File: src/nvm_ctrl_pkg.sv
// package: register map, field positions, reset values and timing for the nvm control block
package nvm_ctrl_pkg;
    // byte addresses on the wishbone bus; only irq status and mask are word-aligned
    localparam logic [7:0] ADDR_CTRL_STATUS = 8'hd2;
    localparam logic [7:0] ADDR_LAUNCH = 8'hd1;
    localparam logic [7:0] ADDR_IRQ_STATUS = 8'hd4;
    localparam logic [7:0] ADDR_IRQ_MASK = 8'hd8;
    // control/status field positions
    localparam int BIT_FLAG_OUT = 7;
    localparam int BIT_AUTO_ERASE = 6;
    localparam int BIT_PAGE_LOAD = 5;
    localparam int BIT_FLAG_MODE = 4;
    localparam int BIT_INHIBIT = 3;
    localparam int BIT_ERR = 2;
    localparam logic [7:0] CTRL_RESET = 8'h80;
    // launch register fields
    localparam logic [3:0] KEY_FIRST = 4'h5;
    localparam logic [3:0] KEY_SECOND = 4'ha;
    // flag range of the data window
    localparam logic [10:0] FLAG_BASE = 11'h780;
    localparam int FLAG_COUNT = 128;
    // interrupt status bits
    localparam int IRQ_DONE = 0;
    localparam int IRQ_ERR = 1;
    localparam int IRQ_INHIBIT_LOST = 2;
    // supply settle delay, erase/program cycle count and sequencer states
    localparam int CLK_MHZ = 100;
    localparam int SETTLE_US = 2000;
    localparam int SETTLE_CYCLES = SETTLE_US * CLK_MHZ;
    localparam int PROG_CYCLES = 16;
    typedef enum logic [1:0] {ST_IDLE, ST_ARMED, ST_ERASE, ST_PROG} prog_state_t;
endpackage

File: src/nvm_ctrl.sv
// nvm control and status register with byte flags, supply inhibit and launch sequencing
//
// The Wishbone slave port is this design's own decision.
`timescale 1ns/1ps
// How it works
// - with byte-flag mode on, a data-window read in 0780h-07ffh loads the readout bit with that byte flag.
// - with byte-flag mode off, the readout bit reads one whatever is read.
// - with auto-erase set the next write sequence erases the page first, otherwise it only programs.
// - with byte-flag mode on, a data-window write in 0780h-07ffh sets that location's byte flag.
// - with byte-flag mode off, every byte flag is forced to zero.
// - inhibit clears when the supply is low and sets only after the supply has been good for 2 ms.
module nvm_ctrl #(
    parameter int SETTLE = nvm_ctrl_pkg::SETTLE_CYCLES,
    parameter int PAGE_BYTES = 128
) (
    input wire logic mclk,
    input wire logic rst,
    input wire logic wb_cyc_i,
    input wire logic wb_stb_i,
    input wire logic wb_we_i,
    input wire logic [7:0] wb_adr_i,
    input wire logic [3:0] wb_sel_i,
    input wire logic [31:0] wb_dat_i,
    output logic [31:0] wb_dat_o,
    output logic wb_ack_o,
    // core accesses to the data window
    input wire logic win_rd,
    input wire logic win_wr,
    input wire logic [10:0] win_addr,
    input wire logic [7:0] win_wdata,
    input wire logic supply_ok,
    output logic page_wr,
    output logic [6:0] page_idx,
    output logic [7:0] page_data,
    output logic erase_busy,
    output logic prog_busy,
    output logic [1:0] target_space_select,
    output logic irq
);
    localparam int PW = $clog2(PAGE_BYTES);

    logic ack_q;
    logic flag_readout_bit_q;
    logic auto_erase_enable_q;
    logic page_load_enable_q;
    logic byte_flag_mode_q;
    logic inhibit_q;
    logic err_q;
    logic [nvm_ctrl_pkg::FLAG_COUNT-1:0] flags_q;
    logic [PAGE_BYTES-1:0] loaded_q;
    logic [31:0] settle_q;
    logic [1:0] space_q;
    logic [4:0] cnt_q;
    logic erase_pend_q;
    logic [2:0] irq_stat_q;
    logic [2:0] irq_mask_q;
    logic page_wr_q;
    logic [6:0] page_idx_q;
    logic [7:0] page_data_q;
    logic [31:0] rdata_q;
    nvm_ctrl_pkg::prog_state_t st_q;

    wire req = wb_cyc_i && wb_stb_i && !ack_q;
    wire wr_lane0 = req && wb_we_i && wb_sel_i[0];
    wire sel_ctrl = wb_adr_i == nvm_ctrl_pkg::ADDR_CTRL_STATUS;
    wire sel_launch = wb_adr_i == nvm_ctrl_pkg::ADDR_LAUNCH;
    wire sel_istat = wb_adr_i == nvm_ctrl_pkg::ADDR_IRQ_STATUS;
    wire sel_imask = wb_adr_i == nvm_ctrl_pkg::ADDR_IRQ_MASK;
    wire wr_ctrl = wr_lane0 && sel_ctrl;
    wire wr_launch = wr_lane0 && sel_launch;
    wire wr_istat = wr_lane0 && sel_istat;
    wire wr_imask = wr_lane0 && sel_imask;
    wire in_flag = (win_addr & 11'h780) == nvm_ctrl_pkg::FLAG_BASE;
    wire [6:0] flag_idx = win_addr[6:0];
    wire [PW-1:0] pidx = win_addr[PW-1:0];
    wire key1 = wr_launch && wb_dat_i[7:4] == nvm_ctrl_pkg::KEY_FIRST;
    wire key2 = wr_launch && wb_dat_i[7:4] == nvm_ctrl_pkg::KEY_SECOND;
    wire running = st_q == nvm_ctrl_pkg::ST_ERASE || st_q == nvm_ctrl_pkg::ST_PROG;
    wire start = st_q == nvm_ctrl_pkg::ST_ARMED && key2;
    // programming with the supply inhibited aborts and flags an error
    wire start_bad = start && !inhibit_q;
    wire start_ok = start && inhibit_q;
    wire abort = running && !supply_ok;
    wire done = st_q == nvm_ctrl_pkg::ST_PROG && cnt_q == 5'd0 && !abort;
    // a page byte may be loaded once; a second load is dropped
    wire load_ok = win_wr && page_load_enable_q && !loaded_q[pidx] && !running;
    wire inhibit_lost = inhibit_q && !supply_ok;
    wire [2:0] irq_set = {inhibit_lost, start_bad || abort, done};
    wire [7:0] ctrl_rd = {flag_readout_bit_q, auto_erase_enable_q, page_load_enable_q,
        byte_flag_mode_q, inhibit_q, err_q, 2'b00};
    wire [7:0] launch_rd = {4'h0, page_load_enable_q, space_q, running};
    wire [31:0] rd_mux = sel_ctrl ? {24'h0, ctrl_rd} :
        sel_launch ? {24'h0, launch_rd} :
        sel_istat ? {29'h0, irq_stat_q} :
        sel_imask ? {29'h0, irq_mask_q} : 32'h0;

    assign wb_ack_o = ack_q;
    assign wb_dat_o = rdata_q;
    assign page_wr = page_wr_q;
    assign page_idx = page_idx_q;
    assign page_data = page_data_q;
    assign erase_busy = st_q == nvm_ctrl_pkg::ST_ERASE;
    assign prog_busy = st_q == nvm_ctrl_pkg::ST_PROG;
    assign target_space_select = space_q;
    assign irq = |(irq_stat_q & irq_mask_q);

    // single-cycle answer: ack one edge after the request, dropped the next
    always_ff @(posedge mclk) begin
        if (rst) begin
            ack_q <= 1'b0;
            rdata_q <= 32'h0;
        end else begin
            ack_q <= req;
            rdata_q <= req ? rd_mux : 32'h0;
        end
    end

    always_ff @(posedge mclk) begin
        if (rst) begin
            auto_erase_enable_q <= nvm_ctrl_pkg::CTRL_RESET[nvm_ctrl_pkg::BIT_AUTO_ERASE];
            page_load_enable_q <= nvm_ctrl_pkg::CTRL_RESET[nvm_ctrl_pkg::BIT_PAGE_LOAD];
            byte_flag_mode_q <= nvm_ctrl_pkg::CTRL_RESET[nvm_ctrl_pkg::BIT_FLAG_MODE];
            irq_mask_q <= 3'h0;
        end else begin
            if (wr_ctrl) begin
                auto_erase_enable_q <= wb_dat_i[nvm_ctrl_pkg::BIT_AUTO_ERASE];
                page_load_enable_q <= wb_dat_i[nvm_ctrl_pkg::BIT_PAGE_LOAD];
                byte_flag_mode_q <= wb_dat_i[nvm_ctrl_pkg::BIT_FLAG_MODE];
            end
            if (wr_imask)
                irq_mask_q <= wb_dat_i[2:0];
        end
    end

    always_ff @(posedge mclk) begin
        if (rst)
            flag_readout_bit_q <= nvm_ctrl_pkg::CTRL_RESET[nvm_ctrl_pkg::BIT_FLAG_OUT];
        else if (!byte_flag_mode_q)
            flag_readout_bit_q <= 1'b1;
        else if (win_rd && in_flag)
            flag_readout_bit_q <= flags_q[flag_idx];
    end

    always_ff @(posedge mclk) begin
        if (rst || !byte_flag_mode_q)
            flags_q <= '0;
        else if (win_wr && in_flag)
            flags_q[flag_idx] <= 1'b1;
    end

    // supply good must persist for the full settle count before inhibit rises
    always_ff @(posedge mclk) begin
        if (rst || !supply_ok) begin
            inhibit_q <= 1'b0;
            settle_q <= 32'h0;
        end else if (settle_q < SETTLE - 1) begin
            settle_q <= settle_q + 32'h1;
        end else begin
            inhibit_q <= 1'b1;
        end
    end

    // page buffer write port toward the array; loaded marks clear at commit
    always_ff @(posedge mclk) begin
        if (rst) begin
            loaded_q <= '0;
            page_wr_q <= 1'b0;
            page_idx_q <= 7'h0;
            page_data_q <= 8'h0;
        end else begin
            page_wr_q <= load_ok;
            if (load_ok) begin
                loaded_q[pidx] <= 1'b1;
                page_idx_q <= win_addr[6:0];
                page_data_q <= win_wdata;
            end
            if (done || abort)
                loaded_q <= '0;
        end
    end

    always_ff @(posedge mclk) begin
        if (rst) begin
            st_q <= nvm_ctrl_pkg::ST_IDLE;
            space_q <= 2'b00;
            cnt_q <= 5'd0;
            erase_pend_q <= 1'b0;
        end else begin
            case (st_q)
                nvm_ctrl_pkg::ST_IDLE: begin
                    if (key1) begin
                        st_q <= nvm_ctrl_pkg::ST_ARMED;
                        space_q <= wb_dat_i[2:1];
                    end
                end
                nvm_ctrl_pkg::ST_ARMED: begin
                    if (start_ok) begin
                        erase_pend_q <= auto_erase_enable_q;
                        cnt_q <= 5'(nvm_ctrl_pkg::PROG_CYCLES - 1);
                        st_q <= auto_erase_enable_q ? nvm_ctrl_pkg::ST_ERASE
                            : nvm_ctrl_pkg::ST_PROG;
                    end else if (wr_launch) begin
                        st_q <= nvm_ctrl_pkg::ST_IDLE;
                    end
                end
                nvm_ctrl_pkg::ST_ERASE: begin
                    if (abort) begin
                        st_q <= nvm_ctrl_pkg::ST_IDLE;
                    end else if (cnt_q == 5'd0) begin
                        erase_pend_q <= 1'b0;
                        cnt_q <= 5'(nvm_ctrl_pkg::PROG_CYCLES - 1);
                        st_q <= nvm_ctrl_pkg::ST_PROG;
                    end else begin
                        cnt_q <= cnt_q - 5'd1;
                    end
                end
                default: begin
                    if (abort || cnt_q == 5'd0)
                        st_q <= nvm_ctrl_pkg::ST_IDLE;
                    else
                        cnt_q <= cnt_q - 5'd1;
                end
            endcase
        end
    end

    // error stays until the next accepted launch; set beats any clear
    always_ff @(posedge mclk) begin
        if (rst)
            err_q <= 1'b0;
        else if (start_bad || abort)
            err_q <= 1'b1;
        else if (start_ok)
            err_q <= 1'b0;
    end

    genvar g;
    generate
        for (g = 0; g < 3; g++) begin : g_irq
            always_ff @(posedge mclk) begin
                if (rst)
                    irq_stat_q[g] <= 1'b0;
                else if (irq_set[g])
                    irq_stat_q[g] <= 1'b1;
                else if (wr_istat && wb_dat_i[g])
                    irq_stat_q[g] <= 1'b0;
            end
        end
    endgenerate
endmodule

File: config.mk
export PLATFORM = sky130hd
export DESIGN_NAME = nvm_ctrl
export DESIGN_NICKNAME = d
export VERILOG_FILES = /design/src/nvm_ctrl_pkg.sv /design/src/nvm_ctrl.sv
export SDC_FILE = /design/constraint.sdc
export NUM_CORES = 1
export LEC_CHECK = 0
export ABC_AREA = 0
export BUFFER_PORTS_ARGS = -buffer_cell sky130_fd_sc_hd__buf_2
export CAP_MARGIN = 10
export CORE_MARGIN = 2
export CORE_UTILIZATION = 64
export DETAILED_ROUTE_END_ITERATION = 6
export GPL_ROUTABILITY_DRIVEN = 0
export GPL_TIMING_DRIVEN = 0
export PLACE_DENSITY = 0.85
export SLEW_MARGIN = 20
export SYNTH_ARGS = -nofsm -noshare
export SYNTH_HDL_FRONTEND = slang
export SYNTH_SLANG_ARGS = --single-unit
File: constraint.sdc
create_clock -name mclk -period 4.8 [get_ports mclk]
set_input_delay 0 -clock mclk [delete_from_list [all_inputs] [get_ports mclk]]
set_output_delay 0 -clock mclk [all_outputs]
set_load 0.01 [all_outputs]
==> impl_metrics.toml <==
[outcome]
outcome = "complete, but fails checks"
failed_checks = "DRC"

[sta]
rsz0062_at_grt = "false"
final_period_demand_of_the_worst_path_ns = 3.65
period_utilization = 0.760
relative_max_transition_margin = 0.232
finalClockSkew_ns = 0.0159
fin_ws_ns = 1.15
hold_ws_ns = 0.0226
timing.final.hold_violations = 0
report.final.setup_viol = 0
worst_slew_pin_slew_ns = 1.15
max_freq_mhz = 274
fin_setup_tns_ns = 0
report.final.slew_viol_count = 0

[worst_setup_path]
crit_path_end_kind = "flop"
worstPathBufferInverterCount = 4
worst_setup_path_start_kind = "flop"
cp-startpoint = "st_q[0]"
critPathTopFamily = "simple AND/OR/NAND/NOR gates"
worst-endpoint-arrival_ns = 4.10
reg2reg_slack_ns = 1.15
critPathKind = "reg2reg"
cp_cell_sequence = "inv_1 -> ha_1 -> clkbuf_1 -> nor2_1 -> nand3_1 -> a2111oi_0 -> a21oi_1 -> nor3_2 -> and2_1 -> buf_4 -> buf_8 -> mux2i_1"
path_max_fanout = 10
critical_path.reg2reg.startpoint = "st_q[0]"
crit_path_max_incr_delay_ns = 0.63
timing.critical_path.slowest_stage_cell = "nor3_2"
required_ns = 5.25

[pwr]
power.leakage_nw = 5.99
p_per_area_nw_per_um2 = 364
peakVddDrop_uv = 287

[place]
io_buffer_count = 70
place_ws_ns = 1.40
dp_hpwl_um = 29200

[synth]
synth_warnings = 0
post_synth_instance_area_um2 = 14200
synth_enable_flop_cells = 0
synth.top_cell.area_share = 0.470
synth.top_cells.by_area = "dfxtp_1, a21oi_1, nor2_1"
ys_async_sr_fraction = 0
synth_largest_area_cell = "dfxtp_1"
synthCells = 1549
synthFlopType = "dfxtp_1"
synth_most_common_cell = "dfxtp_1"
seq_area_frac_synth = 0.470
top_post_synthesis_cells_by_count = "dfxtp_1, nor2_1, a21oi_1"
post_synth.cell_area_avg_um2 = 9.18
ys_types = 78
synth-seq-cells = 334

[clock_network]
clock_path_buffers = 3
cts_root_buffer = "clkbuf_16"
h-tree-depth = 2
tritoncts_num_sinks = 334
tritoncts.num_buffers = 35
worstSkewPairLatency_ns = 0.53
cts_repair_resize_count = 0
path_clk_slew_ns = 0.06
cts.hold.buffers_added = 29
clock_tree_from_tritoncts = "built"
cts_setup_buffers = 0

[final_layout]
syn_to_final_growth_pct = 16.4
layout.core_utilization = 0.759
fin_nets = 1785
antenna_cells_inserted = 0
nFillCells = 1509
share_of_layout_cells_above_drive_strength_1 = 0.145

[grt]
grt_pass1_wl_um = 69700
pin_count_of_the_biggest_net_entering_global_routing = 14
grt.met3_usage = 0.0893
use_met2 = 0.565
grt.total_usage = 0.373
via_count_of_the_first_global_routing_pass = 12702
globalRoute.totalOverflow = 0
antenna_found_initial = 0
gr-usage-met1 = 0.485
grt_busiest_layer = "met2"

[drt]
drt_first_pass_iters = 7
drc = 1
initial_drc_count = 2045
detailroute.via_count = 13555
routed_wirelength_um = 45500
antenna_violating_nets_post_route = 0
post_drt_wl_per_cell_um = 22.6
drt-vias-per-instance = 6.73

[job]
timing.max_cap.violations = 0

[floorplan]
io-pin-count = 125
die_h_um = 153
row_count = 54
die_width_um = 153
core_region_area_um2 = 21800
die_area_um2 = 23400
floorplan.initialDensity = 0.652

[hold_path]
hold_path.class = "in2reg"
worst_hold_startpoint = "win_addr[7]"
final timing paths:
| path | end | cells past startpoint |
|---|---|---|
| worst max-delay path | page_data[4] | 12 |
| worst min-delay path | flag_readout_bit_q | 4 |
| worst max register to register | page_data[4] | 12 |
| worst min register to register | loaded_q[43] | 2 |
state kept, by name, summed over array words and instances (netlist names), 2 cells and up:
register	flops
cnt_q	5
page_idx	7
st_q	2
wb_dat_o	8
settle_q	32
target_space_select	2
page_data	8
flags_q	128
loaded_q	128
irq_mask_q	3
irq_stat_q	3
per-stage QoR:
| step | instance area, µm² | total power [mW] | std cells |
|---|---|---|---|
| 5_1_grt | 16600 | 6.13 | 2014 |
| 2_1_floorplan | 14300 | 3.03 | 1572 |
| 6_report | 16600 | 6.03 | 2014 |
| 4_1_cts | 16500 | 5.98 | 2014 |
| 3_3_place_gp | 15000 | 3.14 | 1922 |
| 3_5_place_dp | 15000 | 3.15 | 1922 |
logic make-up after synthesis:
| family | Yosys count | share of synthesized area |
|---|---|---|
| flip-flops | 334 | 0.470 |
| AO/OA/AOI/OAI | 431 | 0.213 |
| AND/OR/NAND/NOR | 509 | 0.169 |
| XOR/XNOR | 13 | 0.00800 |
| adder cells (fa/ha/maj) | 6 | 0.00528 |
| multiplexers | 80 | 0.0717 |
| buffers and inverters | 175 | 0.0624 |
| other | 1 | 0.000264 |
layout make-up:
cell class / instances / area, µm² / share of cell area
clock buffer: 53 / 1070 / 0.0649
sequential: 334 / 6690 / 0.404
multi-input combinational: 1063 / 6750 / 0.408
clock inverter: 10 / 165 / 0.00998
timing repair buffer: 99 / 641 / 0.0387
buffer: 160 / 832 / 0.0503
inverter: 15 / 56.3 / 0.00340
tap: 280 / 350 / 0.0212
report_power, final:
part	switching, mW	leakage [nW]	total, mW	internal [mW]
Clock	1.14	0.613	2.91	1.77
Sequential	0.00119	2.69	2.77	2.77
Combinational	0.243	2.69	0.348	0.105
Total	1.39	5.99	6.03	4.64
per-layer routing:
| layer | up-vias | routed length, µm |
|---|---|---|
| li1 | 5906 | - |
| met1 | 6294 | 16700 |
| met2 | 1049 | 19500 |
| met3 | 306 | 5930 |
| met4 | 0 | 3290 |
| met5 | - | 0 |
worst min-delay path, stage by stage:
cell     delay [ns]
buf_2          0.09
and4_1         0.22
nand2_1        0.12
a32oi_1        0.06
cells in the final DEF (no fill, tap or decap), types with 25 or more instances in the layout:
| cell type | n |
|---|---|
| a21oi_1 | 162 |
| a221oi_1 | 27 |
| a32o_1 | 75 |
| buf_2 | 92 |
| buf_4 | 31 |
| clkbuf_1 | 98 |
| clkbuf_16 | 36 |
| dfxtp_1 | 334 |
| dlygate4sd3_1 | 29 |
| mux2_2 | 26 |
| mux2i_1 | 37 |
| nand2_1 | 119 |
| nand2b_1 | 33 |
| nor2_1 | 209 |
| nor3_1 | 25 |
| o21ai_0 | 27 |
| o31ai_1 | 49 |
Power figures use the tool's default switching activity.
